## src/core/cmd_seq_consts.svh

```systemverilog
// Purpose: constants for the deferred command sequencer
// Assumes: ASCII command characters arrive one per strobe
// Notes:   commit steps are numbered as applied; step 6 is unused
//
// Behaviour
// - commands are parsed in character arrival order; deferred effects commit in step order
// - immediate commands act at once; deferred wait for the terminator
// - deferred commands store their effect in staging registers
// - a repeated deferred command keeps only its last occurrence
// - the execute character closes a line and bounds one batch
// - after an error, ignore everything through the next terminator; an unknown command ended by X also drops the whole next line
// - immediate commands finished by a following command before an error keep their effect
// - deferred effects of a line commit all or none
// - listed immediate commands are classed immediate
// - listed deferred commands are classed deferred
// - commit starts only after an error-free terminator
// - commit follows the fixed step order ending with trigger-on-command
// - step seven applies the last staged member of the channel setup group
// - acquisition starts only after trigger configuration commits
// - a parameter conflict lights the error flag and records code E4
// - command letters match in either case
// - codes of 32 or less are white space and split numbers
`ifndef CMD_SEQ_CONSTS_SVH
`define CMD_SEQ_CONSTS_SVH
`define WS_MAX      8'h20
`define CH_EXEC     8'h58
`define CH_STAR     8'h2a
`define CH_HASH     8'h23
`define CH_AT       8'h40
`define CH_QUERY    8'h3f
`define CH_COMMA    8'h2c
`define CH_CONFLICT 8'h21
`define CASE_BIT    5
`define ERR_CONFLICT 4'h4
`define ERR_SYNTAX   4'h1
`define STEP_COUNT  12
`define ARG_W       16
`endif

```

## src/core/cmd_seq_pkg.sv

```systemverilog
// Purpose: types for the deferred command sequencer
// Assumes: consts header holds all numbers
// Notes:   function indices follow the commit order
package cmd_seq_pkg;
  // staged function slots, in commit order (index 5 is the empty step)
  typedef enum logic [3:0] {
    FN_USER_TERM  = 4'h0,
    FN_QUERY_TERM = 4'h1,
    FN_FORMAT     = 4'h2,
    FN_EVENT_MASK = 4'h3,
    FN_TRIG_LEVEL = 4'h4,
    FN_SPARE      = 4'h5,
    FN_CHAN_SETUP = 4'h6,
    FN_TRIG_TIMES = 4'h7,
    FN_SCAN_INT   = 4'h8,
    FN_COUNTS     = 4'h9,
    FN_TRIG_CFG   = 4'ha,
    FN_TRIG_CMD   = 4'hb
  } fn_e;
  typedef enum logic [3:0] {
    ST_IDLE   = 4'b0001,
    ST_PARSE  = 4'b0010,
    ST_SKIP   = 4'b0100,
    ST_COMMIT = 4'b1000
  } pstate_e;
  typedef logic [15:0] arg_t;
endpackage : cmd_seq_pkg

```

## src/core/cmd_class_if.sv

```systemverilog
// Purpose: classifier lookup bundle
// Assumes: single clock, combinational lookup
// Notes:   carries one decoded command
`timescale 1ns/1ps
`default_nettype none
interface cmd_class_if;
  logic [7:0] letter;
  logic       star;
  logic       hash;
  logic       known;
  logic       deferred;
  logic [3:0] fn;
  logic [3:0] sub;
  modport lookup (input letter, input star, input hash,
                  output known, output deferred, output fn, output sub);
  modport user (output letter, output star, output hash,
                input known, input deferred, input fn, input sub);
endinterface : cmd_class_if
`default_nettype wire

```

## src/core/cmd_classifier.sv

```systemverilog
// Purpose: classify a command as immediate or deferred
// Assumes: letter already folded to upper case
// Notes:   sub codes pick the member of the channel setup group
`timescale 1ns/1ps
`default_nettype none
`include "cmd_seq_consts.svh"
module cmd_classifier (
  cmd_class_if.lookup c
);
  import cmd_seq_pkg::*;
  logic       d;
  logic       k;
  logic [3:0] f;
  logic [3:0] s;
  always_comb begin
    d = 1'b0;
    k = 1'b1;
    f = FN_SPARE;
    s = 4'h0;
    if (c.star) begin
      unique case (c.letter)
        8'h43: begin d = 1'b1; f = FN_CHAN_SETUP; s = 4'h4; end
        8'h42, 8'h46, 8'h4b, 8'h50, 8'h52, 8'h53, 8'h54: d = 1'b0;
        default: k = 1'b0;
      endcase
    end else if (c.hash) begin
      unique case (c.letter)
        8'h41: begin d = 1'b1; f = FN_CHAN_SETUP; s = 4'h1; end
        8'h44: begin d = 1'b1; f = FN_CHAN_SETUP; s = 4'h5; end
        8'h46: begin d = 1'b1; f = FN_CHAN_SETUP; s = 4'h6; end
        8'h4d: begin d = 1'b1; f = FN_CHAN_SETUP; s = 4'h7; end
        8'h57: begin d = 1'b1; f = FN_CHAN_SETUP; s = 4'h8; end
        // input stamping joins the setup group
        8'h49: begin d = 1'b1; f = FN_CHAN_SETUP; s = 4'h2; end
        8'h43, 8'h52: d = 1'b0;
        default: k = 1'b0;
      endcase
    end else begin
      unique case (c.letter)
        `CH_AT: begin d = 1'b1; f = FN_TRIG_CMD; end
        8'h41:  begin d = 1'b1; f = FN_CHAN_SETUP; s = 4'h0; end
        8'h43:  begin d = 1'b1; f = FN_CHAN_SETUP; s = 4'h3; end
        8'h46:  begin d = 1'b1; f = FN_FORMAT; end
        8'h49:  begin d = 1'b1; f = FN_SCAN_INT; end
        8'h4c:  begin d = 1'b1; f = FN_TRIG_LEVEL; end
        8'h4e:  begin d = 1'b1; f = FN_EVENT_MASK; end
        8'h50:  begin d = 1'b1; f = FN_TRIG_TIMES; end
        8'h51:  begin d = 1'b1; f = FN_QUERY_TERM; end
        8'h54:  begin d = 1'b1; f = FN_TRIG_CFG; end
        8'h56:  begin d = 1'b1; f = FN_USER_TERM; end
        8'h59:  begin d = 1'b1; f = FN_COUNTS; end
        8'h45, 8'h47, 8'h48, 8'h4a, 8'h4b, 8'h4f, 8'h52, 8'h53, 8'h55, `CH_QUERY, `CH_EXEC: d = 1'b0;
        default: k = 1'b0;
      endcase
    end
  end
  assign c.known    = k;
  assign c.deferred = d;
  assign c.fn       = f;
  assign c.sub      = s;
endmodule : cmd_classifier
`default_nettype wire

```

## src/core/deferred_command_sequencer.sv

```systemverilog
// Purpose: ASCII command interpreter with staged deferred commit
// Assumes: one character per rx_valid strobe; host ends lines with X
// Notes:   commands finish when the next letter, X, * or @ arrives
`timescale 1ns/1ps
`default_nettype none
`include "cmd_seq_consts.svh"
module deferred_command_sequencer (
  // clock and reset
  input  wire logic              ref_clk,
  input  wire logic              reset_n,
  // character stream
  input  wire logic              rx_valid,
  input  wire logic [7:0]        rx_char,
  output logic                   rx_ready,
  // immediate command strobe
  output logic                   imm_valid,
  output logic [7:0]             imm_cmd,
  output logic                   imm_star,
  output logic                   imm_hash,
  output cmd_seq_pkg::arg_t      imm_arg,
  // commit stream
  output logic                   apply_valid,
  output logic [3:0]             apply_fn,
  output logic [3:0]             apply_sub,
  output cmd_seq_pkg::arg_t      apply_arg,
  output logic                   acq_enable,
  // status
  output logic                   error_flag,
  output logic [3:0]             error_code,
  input  wire logic              error_query
);
  import cmd_seq_pkg::*;

  cmd_class_if cls ();
  cmd_classifier u_cls (.c(cls));

  pstate_e st_r;
  pstate_e st_nxt;
  logic [7:0]  cur_r;
  logic        star_r;
  logic        hash_r;
  logic        have_r;
  logic        in_num_r;
  logic        nsplit_r;
  arg_t        arg_r;
  logic [11:0] stg_v_r;
  arg_t        stg_a_r [12];
  logic [3:0]  stg_s_r [12];
  logic [3:0]  step_r;
  logic        stg_clr;
  logic        acq_r;
  logic        err_r;
  logic [3:0]  code_r;
  logic [7:0]  apply_cmd_r;
  logic        iv_r;
  logic        av_r;
  logic [3:0]  af_r;
  logic [3:0]  as_r;
  arg_t        aa_r;
  logic [7:0]  imc_r;
  logic        ims_r;
  logic        imh_r;
  arg_t        ima_r;

  wire [7:0] up_char  = (rx_char >= 8'h61 && rx_char <= 8'h7a) ? (rx_char & ~(8'h01 << `CASE_BIT)) : rx_char;
  wire       is_ws    = rx_char <= `WS_MAX;
  wire       is_dig   = rx_char >= 8'h30 && rx_char <= 8'h39;
  wire       is_let   = up_char >= 8'h41 && up_char <= 8'h5a;
  wire       is_exec  = up_char == `CH_EXEC;
  wire       is_sep   = is_ws || rx_char == `CH_COMMA || rx_char == 8'h2d || rx_char == 8'h3a || rx_char == 8'h2e;
  wire       starts   = is_let || rx_char == `CH_AT;
  wire       in_sp    = st_r == ST_PARSE;
  wire       take     = rx_valid && rx_ready;
  wire       bad_cmd  = have_r && !cls.known;
  // digit after split number is an error
  wire       bad_dig  = is_dig && nsplit_r;
  wire       conflict = rx_char == `CH_CONFLICT;
  wire       bad_chr  = !(is_dig || is_sep || starts || rx_char == `CH_STAR
                          || rx_char == `CH_HASH || rx_char == `CH_QUERY || conflict);
  wire       fin      = take && in_sp && (starts || rx_char == `CH_STAR) && have_r && !(star_r && cur_r == `CH_STAR);
  wire       err_now  = take && in_sp && (bad_dig || bad_chr || conflict || (fin && bad_cmd));
  wire [3:0] err_cd   = conflict ? `ERR_CONFLICT : `ERR_SYNTAX;

  assign cls.letter = cur_r;
  assign cls.star   = star_r;
  assign cls.hash   = hash_r;
  assign rx_ready   = st_r == ST_PARSE || st_r == ST_SKIP;

  always_comb begin
    st_nxt = st_r;
    unique case (st_r)
      ST_IDLE:   st_nxt = ST_PARSE;
      ST_PARSE:  if (err_now && !(is_exec && !bad_cmd)) st_nxt = ST_SKIP;
                 else if (take && is_exec && !err_now) st_nxt = ST_COMMIT;
                 else if (err_now) st_nxt = ST_PARSE;
      ST_SKIP:   if (take && is_exec) st_nxt = ST_PARSE;
      ST_COMMIT: if (step_r == 4'(`STEP_COUNT - 1)) st_nxt = ST_PARSE;
      default:   st_nxt = ST_IDLE;
    endcase
  end
  assign stg_clr = take && is_exec && (st_r == ST_SKIP || (in_sp && err_now));

  always_ff @(posedge ref_clk) begin
    if (!reset_n || (take && (is_exec || !in_sp))) begin
      have_r <= 1'b0; cur_r <= 8'h00; star_r <= 1'b0; hash_r <= 1'b0;
      arg_r <= '0; in_num_r <= 1'b0; nsplit_r <= 1'b0;
    end else if (take) begin
      if (rx_char == `CH_STAR) begin
        star_r <= 1'b1; cur_r <= `CH_STAR; have_r <= 1'b1; hash_r <= 1'b0; arg_r <= '0;
        in_num_r <= 1'b0; nsplit_r <= 1'b0;
      end else if (star_r && cur_r == `CH_STAR && is_let) begin
        cur_r <= up_char;
      end else if (starts) begin
        cur_r <= up_char; have_r <= 1'b1; star_r <= 1'b0; hash_r <= 1'b0;
        arg_r <= '0; in_num_r <= 1'b0; nsplit_r <= 1'b0;
      end else if (rx_char == `CH_HASH) begin
        hash_r <= 1'b1;
      end else if (is_dig) begin
        arg_r <= in_num_r ? 16'(arg_r * 16'd10 + 16'(rx_char - 8'h30)) : 16'(rx_char - 8'h30);
        in_num_r <= 1'b1;
      end else if (is_ws && in_num_r) begin
        nsplit_r <= 1'b1;
        in_num_r <= 1'b0;
      end else if (is_sep) begin
        in_num_r <= 1'b0;
        nsplit_r <= 1'b0;
      end
    end
  end

  always_ff @(posedge ref_clk) begin
    if (!reset_n || stg_clr || (st_r == ST_COMMIT && st_nxt == ST_PARSE)) begin
      stg_v_r <= '0;
    end else if (fin && !err_now && cls.deferred) begin
      stg_v_r[cls.fn] <= 1'b1;
      stg_a_r[cls.fn] <= arg_r;
      stg_s_r[cls.fn] <= cls.sub;
    end else if (take && is_exec && in_sp && !err_now && have_r && cls.deferred) begin
      stg_v_r[cls.fn] <= 1'b1;
      stg_a_r[cls.fn] <= arg_r;
      stg_s_r[cls.fn] <= cls.sub;
    end
  end

  wire imm_fire = in_sp && take && !err_now && have_r && cls.known && !cls.deferred && (fin || is_exec);

  always_ff @(posedge ref_clk) begin
    if (!reset_n) begin
      iv_r <= 1'b0; imc_r <= 8'h00; ims_r <= 1'b0; imh_r <= 1'b0; ima_r <= '0;
    end else begin
      iv_r <= imm_fire;
      if (imm_fire) begin
        imc_r <= cur_r; ims_r <= star_r; imh_r <= hash_r; ima_r <= arg_r;
      end
    end
  end

  wire step_live = st_r == ST_COMMIT && stg_v_r[step_r];
  always_ff @(posedge ref_clk) begin
    if (!reset_n) begin
      st_r <= ST_IDLE; step_r <= 4'h0; av_r <= 1'b0; af_r <= 4'h0; as_r <= 4'h0; aa_r <= '0; acq_r <= 1'b0;
    end else begin
      st_r   <= st_nxt;
      step_r <= (st_r == ST_COMMIT) ? 4'(step_r + 4'h1) : 4'h0;
      av_r   <= step_live;
      if (step_live) begin
        af_r <= step_r; as_r <= stg_s_r[step_r]; aa_r <= stg_a_r[step_r];
      end
      if (step_live && step_r == FN_TRIG_CFG) acq_r <= 1'b1;
    end
  end

  always_ff @(posedge ref_clk) begin
    if (!reset_n) begin
      err_r <= 1'b0; code_r <= 4'h0;
    end else if (err_now) begin
      err_r <= 1'b1; code_r <= err_cd;
    end else if (error_query) begin
      err_r <= 1'b0;
    end
  end

  assign imm_valid   = iv_r;
  assign imm_cmd     = imc_r;
  assign imm_star    = ims_r;
  assign imm_hash    = imh_r;
  assign imm_arg     = ima_r;
  assign apply_valid = av_r;
  assign apply_fn    = af_r;
  assign apply_sub   = as_r;
  assign apply_arg   = aa_r;
  assign acq_enable  = acq_r;
  assign error_flag  = err_r;
  assign error_code  = code_r;

  // nothing commits after an aborted line
  AST_SKIP_NO_COMMIT: assert property (@(posedge ref_clk) disable iff (!reset_n)
    (st_r == ST_SKIP) |-> ##1 !(st_r == ST_COMMIT)) else $error("commit entered from skip");
  AST_ABORT_CLEAR: assert property (@(posedge ref_clk) disable iff (!reset_n)
    stg_clr |=> stg_v_r == 12'h000) else $error("staging not cleared");
  AST_ORDER: assert property (@(posedge ref_clk) disable iff (!reset_n)
    (st_r == ST_COMMIT && $past(st_r) == ST_COMMIT) |-> step_r == 4'($past(step_r) + 4'h1)) else $error("step order");
  AST_COMMIT_AFTER_X: assert property (@(posedge ref_clk) disable iff (!reset_n)
    (st_r == ST_COMMIT && $past(st_r) != ST_COMMIT) |-> $past(take && is_exec)) else $error("commit without X");
  AST_APPLY_IN_COMMIT: assert property (@(posedge ref_clk) disable iff (!reset_n)
    apply_valid |-> $past(st_r) == ST_COMMIT) else $error("apply outside commit");
  AST_ACQ_AFTER_TRIG: assert property (@(posedge ref_clk) disable iff (!reset_n)
    $rose(acq_enable) |-> $past(step_r) == FN_TRIG_CFG) else $error("acquisition early");
  AST_ERR_CODE: assert property (@(posedge ref_clk) disable iff (!reset_n)
    (err_now && conflict) |=> error_flag && error_code == `ERR_CONFLICT) else $error("conflict code");
  AST_NO_IMM_SKIP: assert property (@(posedge ref_clk) disable iff (!reset_n)
    (st_r == ST_SKIP) |=> !imm_valid) else $error("immediate during skip");
endmodule : deferred_command_sequencer
`default_nettype wire

```

## config.mk

```make
export PLATFORM = sky130hd
export DESIGN_NAME = deferred_command_sequencer
export DESIGN_NICKNAME = d
export VERILOG_FILES = /design/src/core/cmd_seq_pkg.sv /design/src/core/cmd_class_if.sv /design/src/core/cmd_classifier.sv /design/src/core/deferred_command_sequencer.sv
export VERILOG_INCLUDE_DIRS = /design/src /design/src/core
export SDC_FILE = /design/constraint.sdc
export NUM_CORES = 1
export LEC_CHECK = 0
export BUFFER_PORTS_ARGS = -buffer_cell sky130_fd_sc_hd__buf_2
export CAP_MARGIN = 30
export CELL_PAD_IN_SITES_DETAIL_PLACEMENT = 1
export CELL_PAD_IN_SITES_GLOBAL_PLACEMENT = 2
export CORE_UTILIZATION = 29
export CTS_CLUSTER_DIAMETER = 150
export DETAILED_ROUTE_END_ITERATION = 10
export PLACE_DENSITY = 0.57
export SLEW_MARGIN = 20
export SYNTH_ARGS = -nofsm -noshare
export SYNTH_HDL_FRONTEND = slang
export SYNTH_SLANG_ARGS = --single-unit
export TNS_END_PERCENT = 20
```

## constraint.sdc

```tcl
create_clock -name ref_clk -period 3.7 [get_ports ref_clk]
set_input_delay 0 -clock ref_clk [delete_from_list [all_inputs] [get_ports ref_clk]]
set_output_delay 0 -clock ref_clk [all_outputs]
set_load 0.01 [all_outputs]
```

# Word level (Yosys, flattened, before mapping)
# Memories as Yosys holds them, arrays and structs flattened. A register that Yosys moved wholly into a read port is not among the register bits.
# Index checks and enable logic that the tools add are counted.
# classes
order_cmp	10
mul	1
reduce_logical	91
div_mod_pow	0
n_mux	77
n_addsub	3
n_eq_ne	48
bitwise	3
n_shift	0
# ops
cell	n
8-bit by 7-bit == test with 1-bit output (second input constant)	28
16-bit two-way mux	7
8-bit by 6-bit == test with 1-bit output (second input constant)	10
1-bit two-way mux	44
4-bit case mux with 11 select lines	1
4-bit two-way mux	10
1-bit logical AND	37
12-bit two-way mux	2
8-bit two-way mux	3
4-bit case mux with 6 select lines	1
23-bit OR reduction	1
1-bit logical OR	22
16-bit adder	1
8-bit by 7-bit greater-or-equal comparator with 1-bit output (second input constant)	2
8-bit by 6-bit <= comparator with 1-bit output (second input constant)	2
8-bit by 7-bit <= comparator with 1-bit output (second input constant)	2
16-bit by 3-bit multiplier with 15-bit output (second input constant)	1
4-bit case mux with 4 select lines	1
8-bit OR reduction	2
4-bit == test (second input constant)	3
12-bit OR	1
12-bit OR reduction	1
1-bit logical NOT	11
4-bit by 5-bit < comparator with 1-bit output (second input constant)	2
other kinds (26)	38
# totals
mem_bits_ro	0
ram_bits	240
output_inout_bits	59
word_cells	255
latch_bits	0
n_memories	2
input_bits	12
register_bits	87
# memory_table
name	depth	word_bits	read_ports	rd_clocked_by_memory_dff	wr	line_no	source
stg_a_r	12	16	1	1	1	deferred_command_sequencer.sv:47	arg_t stg_a_r [12];
stg_s_r	12	4	1	1	1	deferred_command_sequencer.sv:48	logic [3:0] stg_s_r [12];

# Longest topological paths before layout
# Gate-level depths: netlist of run 1.
# logic_depth
ltp_word	27
mapped_depth	19
ltp_nobuf	19

# Modules after synthesis
# Synthesis of run 1 repeated with hierarchy kept, for this count alone.
# unflattened
cells_unflattened	1218
area_unflattened_um2	15701.3
# by_module_without_submodules
mod	instances	seq_area_each_um2	area_per_inst_um2	cells_each
deferred_command_sequencer	1	9308.9	15069.5	1119
cmd_classifier	1	0.0	631.9	99

# Least setup slack after synthesis of run 1
# No wires, ideal clock.
# synth_timing
path_type	input port to flip-flop
startpoint	input rx_char[4]
endpoint	memory stg_a_r[1][0] (netlist name), enable pin
slack_ps	-155
required_ps	3278
setup_ps	422
arrival_time_ps	3433
path_buffers	2
path_stages	12
path_cell_list	clkbuf_2 > inv_1 > ha_1 > buf_2 > o41a_1 > o22ai_2 > a211o_1 > a211oi_2 > a41oi_2 > nor3b_2 > o21ai_1 > nor3_1
# synth_via
elab_chain_len	27
word_cells_on_any_way	75
cone_classes	order compare (7); eq/ne (11); mux (13); bitwise (1); reduce/logical (43)
# synth_rtl
element	line_no	source
from (decl)	deferred_command_sequencer.sv:13	input wire logic [7:0] rx_char,
8-bit by 7-bit greater-or-equal comparator with 1-bit output, or another cell as far along	deferred_command_sequencer.sv:65	wire [7:0] up_char = (rx_char >= 8'h61 && rx_char <= 8'h7a) ? (rx_char & ~(8'h01 << `CASE_BIT)) : rx_char;
1-bit logical AND or 1-bit logical OR (tied branches)	--	
6-bit two-way mux or 1-bit logical OR (tied branches)	deferred_command_sequencer.sv:65, deferred_command_sequencer.sv:70	
8-bit by 7-bit greater-or-equal comparator with 1-bit output, or another cell as far along	deferred_command_sequencer.sv:68	wire is_let = up_char >= 8'h41 && up_char <= 8'h5a;
1-bit logical AND or 1-bit logical OR (tied branches)	deferred_command_sequencer.sv:68, deferred_command_sequencer.sv:70	
1-bit logical OR, on equally long branches	--	
1-bit logical OR	deferred_command_sequencer.sv:78	wire bad_chr = !(is_dig || is_sep || starts || rx_char == `CH_STAR
1-bit logical OR (no source line) (3 in series)	--	
[... 9 more ...]	--	
4-bit two-way mux	deferred_command_sequencer.sv:93	ST_PARSE: if (err_now && !(is_exec && !bad_cmd)) st_nxt = ST_SKIP;
4-bit case mux with 4 select lines	deferred_command_sequencer.sv:91	unique case (st_r)
4-bit by 2-bit == test with 1-bit output	deferred_command_sequencer.sv:132	if (!reset_n || stg_clr || (st_r == ST_COMMIT && st_nxt == ST_PARSE)) begin
1-bit logical AND	deferred_command_sequencer.sv:132	
1-bit logical OR	deferred_command_sequencer.sv:132	
1-bit two-way mux	deferred_command_sequencer.sv:132	
1-bit two-way mux, on equally long branches	deferred_command_sequencer.sv:136, deferred_command_sequencer.sv:140	
1-bit OR (no source line) (*)	--	
to (decl)	deferred_command_sequencer.sv:47	
# Every way passes the cells marked *; elsewhere a longest branch is shown, timed or not.

# Worst setup path after layout of run 1
# layout_timing
startpoint	register arg_r[3]
endpoint	register arg_r[15]
# layout_via
elab_chain_len	8
# layout_rtl
element	line_no	source
from (decl)	deferred_command_sequencer.sv:45	arg_t arg_r;
from (signal assigned)	deferred_command_sequencer.sv:119	arg_r <= in_num_r ? 16'(arg_r * 16'd10 + 16'(rx_char - 8'h30)) : 16'(rx_char - 8'h30);
16-bit by 3-bit multiplier with 15-bit output	deferred_command_sequencer.sv:119	
16-bit adder	deferred_command_sequencer.sv:119	
16-bit two-way mux	deferred_command_sequencer.sv:119	
16-bit two-way mux	deferred_command_sequencer.sv:118	end else if (is_dig) begin
16-bit two-way mux	deferred_command_sequencer.sv:116	end else if (rx_char == `CH_HASH) begin
16-bit two-way mux	deferred_command_sequencer.sv:113	end else if (starts) begin
16-bit two-way mux	deferred_command_sequencer.sv:111	end else if (star_r && cur_r == `CH_STAR && is_let) begin
16-bit two-way mux	deferred_command_sequencer.sv:108	if (rx_char == `CH_STAR) begin
# No other way between the ends. The select of a mux whose other input is x is not followed.
# A chain may end at the register's enable or synchronous reset.

==> run metrics, run 1 <==
setup slack, reg-to-reg=roughly 210 ps; Fill cells=between 5000 and 6000; commonest non-fill, non-tap cell in the layout=edfxtp_1; 1st-iter DRT viols=between 300 and 400; outcome=complete, no violations; initial antenna violation count=1; vias post-DR=approximately 10000; pin count of the biggest net entering global routing=64; fraction of layout cells with a size suffix above 1=about a quarter; Max Slew Vio Count=0; Rel. slew slack=53.1%; die extent in x=approximately 240 um; Pre-antenna DRT Iters=4; Seq/Total Area, Yosys=roughly three fifths; CTS Buf Count=42; DRC=0; Port-buffer cells=68; Mapped Avg Cell Area=between 10 and 15 um2; final setup vio count=0; Core Region=approximately 54000 um2; Clk Latency, worst-skew pair=roughly 560 ps; ys flop type=edfxtp_1; critical path's top delay family=compound AO/OA/AOI/OAI gates; DRT Wirelength=approximately 42000 um; crit-path max cell delay=around 360 ps; Pleak=between 7 and 8 nW; worst-margin pin slew=around 700 ps; CP max stage cell=or3_1; drt wl/cell=20.1 um; Worst Setup End Kind=register; top cells by area, synth=edfxtp_1, dfxtp_1, mux4_2; HPWL after DPL=27400 um; PwrDens=~450 nW/um2; Clk pwr share=a little under 50%; Finished Core Util=a little over a third; Synth top area share=45.7%; Sequential cell area=just over 9000 um2; Worst setup SP type=register; first-pass GRT wire length=between 60000 and 70000 um; Clock Tree Root=clkbuf_16; min cycle time layout=between 3000 and 4000 ps; Distinct cells, synth=85; final worst path period share=between 90% and 100%; GP Congestion=0.763; crit path kind=reg2reg; most frequent cells in the layout=edfxtp_1, dfxtp_1, nor2_1; GRT Total Usage=about 15%; crit-path max FO=3; Seq pwr share=48.7%; antenna cells=0; Syn Inst Count=1186; H-tree levels=2; RSZ-0062 raised after global routing=true; FFs w/ async S/R, synth=0%; fmax=around 290 MHz; # Post-CTS Setup Buffers=0; clock slew at reported path FFs=approximately 60 ps; Combinational Power Share=a little over 3%; Seq cells post-synth=345; Synth area leader=edfxtp_1; clock skew=~14 ps; data required time at the worst endpoint=between 4000 and 5000 ps; arrival time worst endpoint=3920 ps; Critical Path, Cell by Cell=buf_4 > ha_1 > ha_1 > buf_4 > o21ai_1 > nor2_1 > o41a_1 > a21oi_1 > xnor2_1 > ha_1 > or3_1 > o21ai_0 > a21oi_2 > a31oi_2 > xnor2_1 > a211oi_2; worst hold slack=roughly 130 ps; Sw Ratio=between 20% and 30%; row count=85; Most common cell on crit path=ha_1; area of the multi-input gates=between 6000 and 7000 um2; DR vias/cell=roughly 4.8; number of global-route vias before repair=about 11000; worst hold path type=in2reg; fin nets=roughly 1400; final hold vios=0; number of synthesized flops with an enable pin=240; Cell Area, Synth=about 16000 um2; Detail Route Antenna Nets=0; CP bufs+invs=2; DIE AREA=about 55000 um2; dpl cell area=roughly 17000 um2; final instance area=19000 um2; Layout Cells excl Fill=approximately 2100; synthesis warning total=0; max cap viols=0; global route total overflow=0; peak supply drop=~280 uV; Sink Count=~350; IO Count=between 70 and 80; CTS tree=done; Initial Utilization=around 29%; clk buf depth=3; sw power=approximately 1.8 mW; placed cells=between 1500 and 2000; internal power=approximately 6.6 mW; area added between synthesis and finish=20.5%; die height=235 um
## repair_timing
item / 4_1_cts / 5_1_grt
endpoints found under the hold margin: 12 / 0
pin swaps: 0 / 7
setup endpoints to repair: 3 / 6
hold buffers: 10 / 0
gates cloned: 0 / 0
resized for setup: 4 / 12
## power by group through the flow
| stage | Sequential, mW | Clock, mW | Combinational, mW |
|---|---|---|---|
| after global routing | 4.13 | 4.38 | 0.296 |
| final | 4.13 | 4.09 | 0.264 |
| after floorplan | 4.19 | 0 | 0.187 |
| after detailed placement | 4.21 | 0 | 0.257 |
| after global placement | 4.21 | 0 | 0.257 |
| after CTS | 4.12 | 4.23 | 0.267 |
## routing by layer
metal,global-route usage (%),share of wire [%]
met5,0,0
met4,3.33,1.5
met3,2.83,3.8
met2,24.8,47
met1,21.4,48
## stage by stage
step	setup TNS [ps]	worst slack, ps	power [mW]
final	0	214	8.48
after CTS	0	51.3	8.63
after floorplan	-6160	-155	4.38
after global routing	-117	-40.2	8.80
after detailed placement	-98.5	-73.5	4.46
after global placement	-59.0	-59.0	4.46
## kinds of logic after synthesis
logic type	after synthesis	synth area share, %
other	1	0.0238
and+or+nand+nor	323	10.5
adders and majority gates	44	3.58
DFF	345	59.0
buffers and inverters	103	3.16
xor gates and xnor gates	27	1.50
muxes	120	12.7
AOI/OAI and AO/OA	223	9.53
## registers in the layout, summed over array words and instances (netlist names), 2 cells and up
signal and cells:
st_r 4, apply_fn 4, imm_cmd 8, step_r 4
apply_sub 4, stg_s_r 48, stg_v_r 12, arg_r 16
stg_a_r 192, cls.letter 8, apply_arg 16, error_code 2
imm_arg 16
## cell usage after synthesis (3+ instances only)
| cell type | count |
|---|---|
| xor2_1 | 12 |
| o31ai_1 | 3 |
| o22ai_1 | 13 |
| a21boi_0 | 3 |
| o21a_1 | 6 |
| o21ai_1 | 3 |
| inv_1 | 31 |
| and2_1 | 27 |
| dfxtp_1 | 105 |
| or4_1 | 4 |
| nor4b_1 | 3 |
| nand4_1 | 4 |
| nand3_1 | 16 |
| o32a_1 | 3 |
| a21o_1 | 8 |
| mux4_2 | 64 |
| mux2i_1 | 53 |
| buf_6 | 6 |
| clkbuf_1 | 32 |
| edfxtp_1 | 240 |
| o21ai_0 | 50 |
| nor2b_1 | 45 |
| and3_1 | 4 |
| nor3_1 | 22 |
| or2_2 | 5 |
| nand2b_1 | 10 |
| o32ai_1 | 4 |
| nand2_1 | 66 |
| a211oi_1 | 10 |
| a21oi_1 | 67 |
| nor3b_1 | 4 |
| buf_2 | 20 |
| a22oi_1 | 12 |
| a211oi_2 | 3 |
| nor2_1 | 96 |
| ha_1 | 42 |
| buf_1 | 8 |
| nand3b_1 | 3 |
| xnor2_1 | 15 |
## cell type report
| type | count | area share (%) |
|---|---|---|
| Multi-Input combinational cell | 759 | 32.3 |
| Clock buffer | 57 | 6.14 |
| Timing Repair Buffer | 159 | 6.30 |
| Tap cell | 696 | 4.58 |
| Clock inverter | 20 | 1.07 |
| Inverter | 32 | 0.631 |
| Sequential cell | 345 | 49.0 |
## worst register-to-register path, cell delays in order (launching register included)
cell and delay, ps:
dfxtp_1 320, buf_4 140, ha_1 280, ha_1 300
buf_4 150, o21ai_1 170, nor2_1 80, o41a_1 340
a21oi_1 190, xnor2_1 150, ha_1 290, or3_1 360
o21ai_0 110, a21oi_2 90, a31oi_2 150, xnor2_1 160
a211oi_2 90
## final timing paths
check / start / end / cells past startpoint
max reg2reg: arg_r[3] / arg_r[15] / 16
min: reset_n / imm_cmd[7] / 4
max: arg_r[3] / arg_r[15] / 16
min reg2reg: imm_cmd[7] / imm_cmd[7] / 2
Note: power is estimated with default switching activity, not from simulation.
==> run 2: changes to the inputs <==
- CORE_UTILIZATION: 29 -> 25
- PLACE_DENSITY: 0.57 -> 0.59
==> run 2 against run 1 <==
  * Via count fell by 0.10%
  * Largest power group is now clock
  * Critical endpoint unchanged
  * Register-to-register slack about the same
  * Maximum frequency increased by 0.25%
  * Largest cell class unchanged
  * Non-clock buffer count decreased by 11
  * Worst setup slack improved by 8.8 ps
  * Sequential share of layout area fell by 0.28 points
==> run metrics, run 2 (synthesized netlist as in run 1, its figures left out) <==
outcome=complete, no violations; Clk Latency, worst-skew pair=590 ps (+30 ps); clock skew=23.2 ps (+9.47 ps); most frequent cells in the layout=edfxtp_1, dfxtp_1, nor2_1; area added between synthesis and finish=21.2%; drt wl/cell=19.0 um (-5.6%); worst reg2reg startpoint=arg_r[3]; clk buf depth=3 (unchanged); crit-path max FO=3 (unchanged); Pleak=7.08 nW (-0.69%); Pre-antenna DRT Iters=4 (unchanged); Max Slew Vio Count=0 (unchanged); PwrDens=448 nW/um2 (+0.44%); Post-Route Setup TNS=0 ps (unchanged); Port-buffer cells=68 (unchanged); dpl cell area=17600 um2 (+0.39%); fraction of layout cells with a size suffix above 1=23.9% (-0.55 points); antenna cells=0 (unchanged); Min-Delay Startpoint=rx_char[7]; Initial Utilization=25.4% (-3.9 points); worst-margin pin slew=877 ps (+173 ps); Sw Ratio=22.1% (+0.40 points); final hold vios=0 (unchanged); row count=91 (+7.1%); Worst setup SP type=register; Worst Setup End Kind=register; crit path kind=reg2reg; arrival time worst endpoint=3930 ps (about the same); vias post-DR=9947 (-0.10%); fin nets=1384 (-0.79%); Detail Route Antenna Nets=0 (unchanged); first-pass GRT wire length=64800 um (-1.0%); Sink Count=345 (unchanged); peak supply drop=304 uV (+8.3%); max cap viols=0 (unchanged); RSZ-0062 raised after global routing=false; die height=253 um (+7.6%); clock slew at reported path FFs=60 ps (about the same); CTS tree=done; Finished Core Util=30.8% (-4.5 points); internal power=6.67 mW (+0.50%); final setup vio count=0 (unchanged); Largest regs=stg_a_r: 192 flops, stg_s_r: 48 flops; DR vias/cell=4.52 (-6.1%); Final WS setup=222 ps (+8.80 ps); number of global-route vias before repair=10582 (-1.2%); Combinational Power Share=3.0% (about the same); global route total overflow=0 (unchanged); HPWL after DPL=27200 um (-0.58%); H-tree levels=2 (unchanged); DRT Wirelength=41800 um (+0.37%); sw power=1.90 mW (+2.9%); pin count of the biggest net entering global routing=61 (-4.7%); Clk pwr share=48.8% (+0.6 points); DIE AREA=64100 um2 (+16%); final worst path period share=94.0% (-0.24 points); worst hold slack=119 ps (-6.53 ps); DRC=0 (unchanged); worst hold path type=in2reg; die extent in x=253 um (+7.6%); # Post-CTS Setup Buffers=0 (unchanged); Clock Tree Root=clkbuf_16; Worst Setup SP=arg_r[3]; fmax=288 MHz (+0.25%); commonest non-fill, non-tap cell in the layout=edfxtp_1; Seq pwr share=48.1% (-0.6 points); GRT Total Usage=13.3% (-2.0 points); IO Count=71 (unchanged); min cycle time layout=3480 ps (-8.80 ps); data required time at the worst endpoint=4150 ps (+20 ps); Top reg by flops=stg_a_r; max FFs per register=192 (unchanged); 1st-iter DRT viols=527 (+32%); CTS Buf Count=42 (unchanged); Core Region=62100 um2 (+15%); pre-CTS WS=-71.1 ps (+2.37 ps); Rel. slew slack=41.3% (-12 points); initial antenna violation count=2 (+1); final instance area=19100 um2 (+0.57%); GP Congestion=0.764 (about the same)
[run 2: cell types whose count changed in the layout (fill, tap and decap cells not counted), sizes merged]
cell	delta
clkinvlp	+2
buf	-12
clkinv	+3
bufinv	+2
clkbuf	-5
[run 2: layout make-up]
class	instances	area, um2
Clock buffer	51	1080
Fill cell	6698	42900
Tap cell	837	1050
Multi-Input combinational cell	759	6160
Clock inverter	27	314
Timing Repair Buffer	148	1090
Sequential cell	345	9320
Inverter	32	120
[run 2: path summary, 6_finish.rpt]
kind / endpoint / depth (start not counted) / slack [ps]
max: arg_r[15] / 16 / 220
min: in_num_r / 5 / 120
max reg2reg: arg_r[15] / 16 / 220
min reg2reg: imm_cmd[7] / 2 / 450
[run 2: metrics by stage]
stage                     power, mW  std cells
final                          8.56       2199
after global routing           8.88       2199
after CTS                      8.70       2197
after detailed placement       4.46       2109
after global placement         4.46       2109
after floorplan                4.38       1207
[run 2: layer usage]
layer	track usage [%]	vias to the layer above	wire, um
met5	0	-	0
met4	3.08	0	620
met3	2.55	43	1700
met2	21.3	156	19200
met1	18.5	5005	20200
li1	-	4743	-
[run 2: repair_timing]
action,in CTS,in global routing
hold buffers,10,0
pin swaps,0,6
gates resized for setup,3,16
endpoints found under the hold margin,14,0
endpoints found under the setup margin,3,6
[run 2: power by group through the flow]
stage / Sequential (mW) / Combinational (mW) / Clock [mW]
after global routing: 4.13 / 0.287 / 4.46
after floorplan: 4.19 / 0.187 / 0
after global placement: 4.20 / 0.252 / 0
after detailed placement: 4.21 / 0.252 / 0
final: 4.12 / 0.260 / 4.18
after CTS: 4.12 / 0.262 / 4.32
[run 2: worst max-delay path, stage by stage (launching register included)]
cell and delay, ps:
dfxtp_1 320, buf_4 140, ha_1 280, ha_1 300, buf_4 150, o21ai_1 160, nor2_1 80, o41a_1 380
a21oi_2 170, xnor2_1 150, ha_1 290, or3_1 350, o21ai_0 100, a21oi_2 70, a31oi_1 180, xnor2_1 160
a211oi_2 90
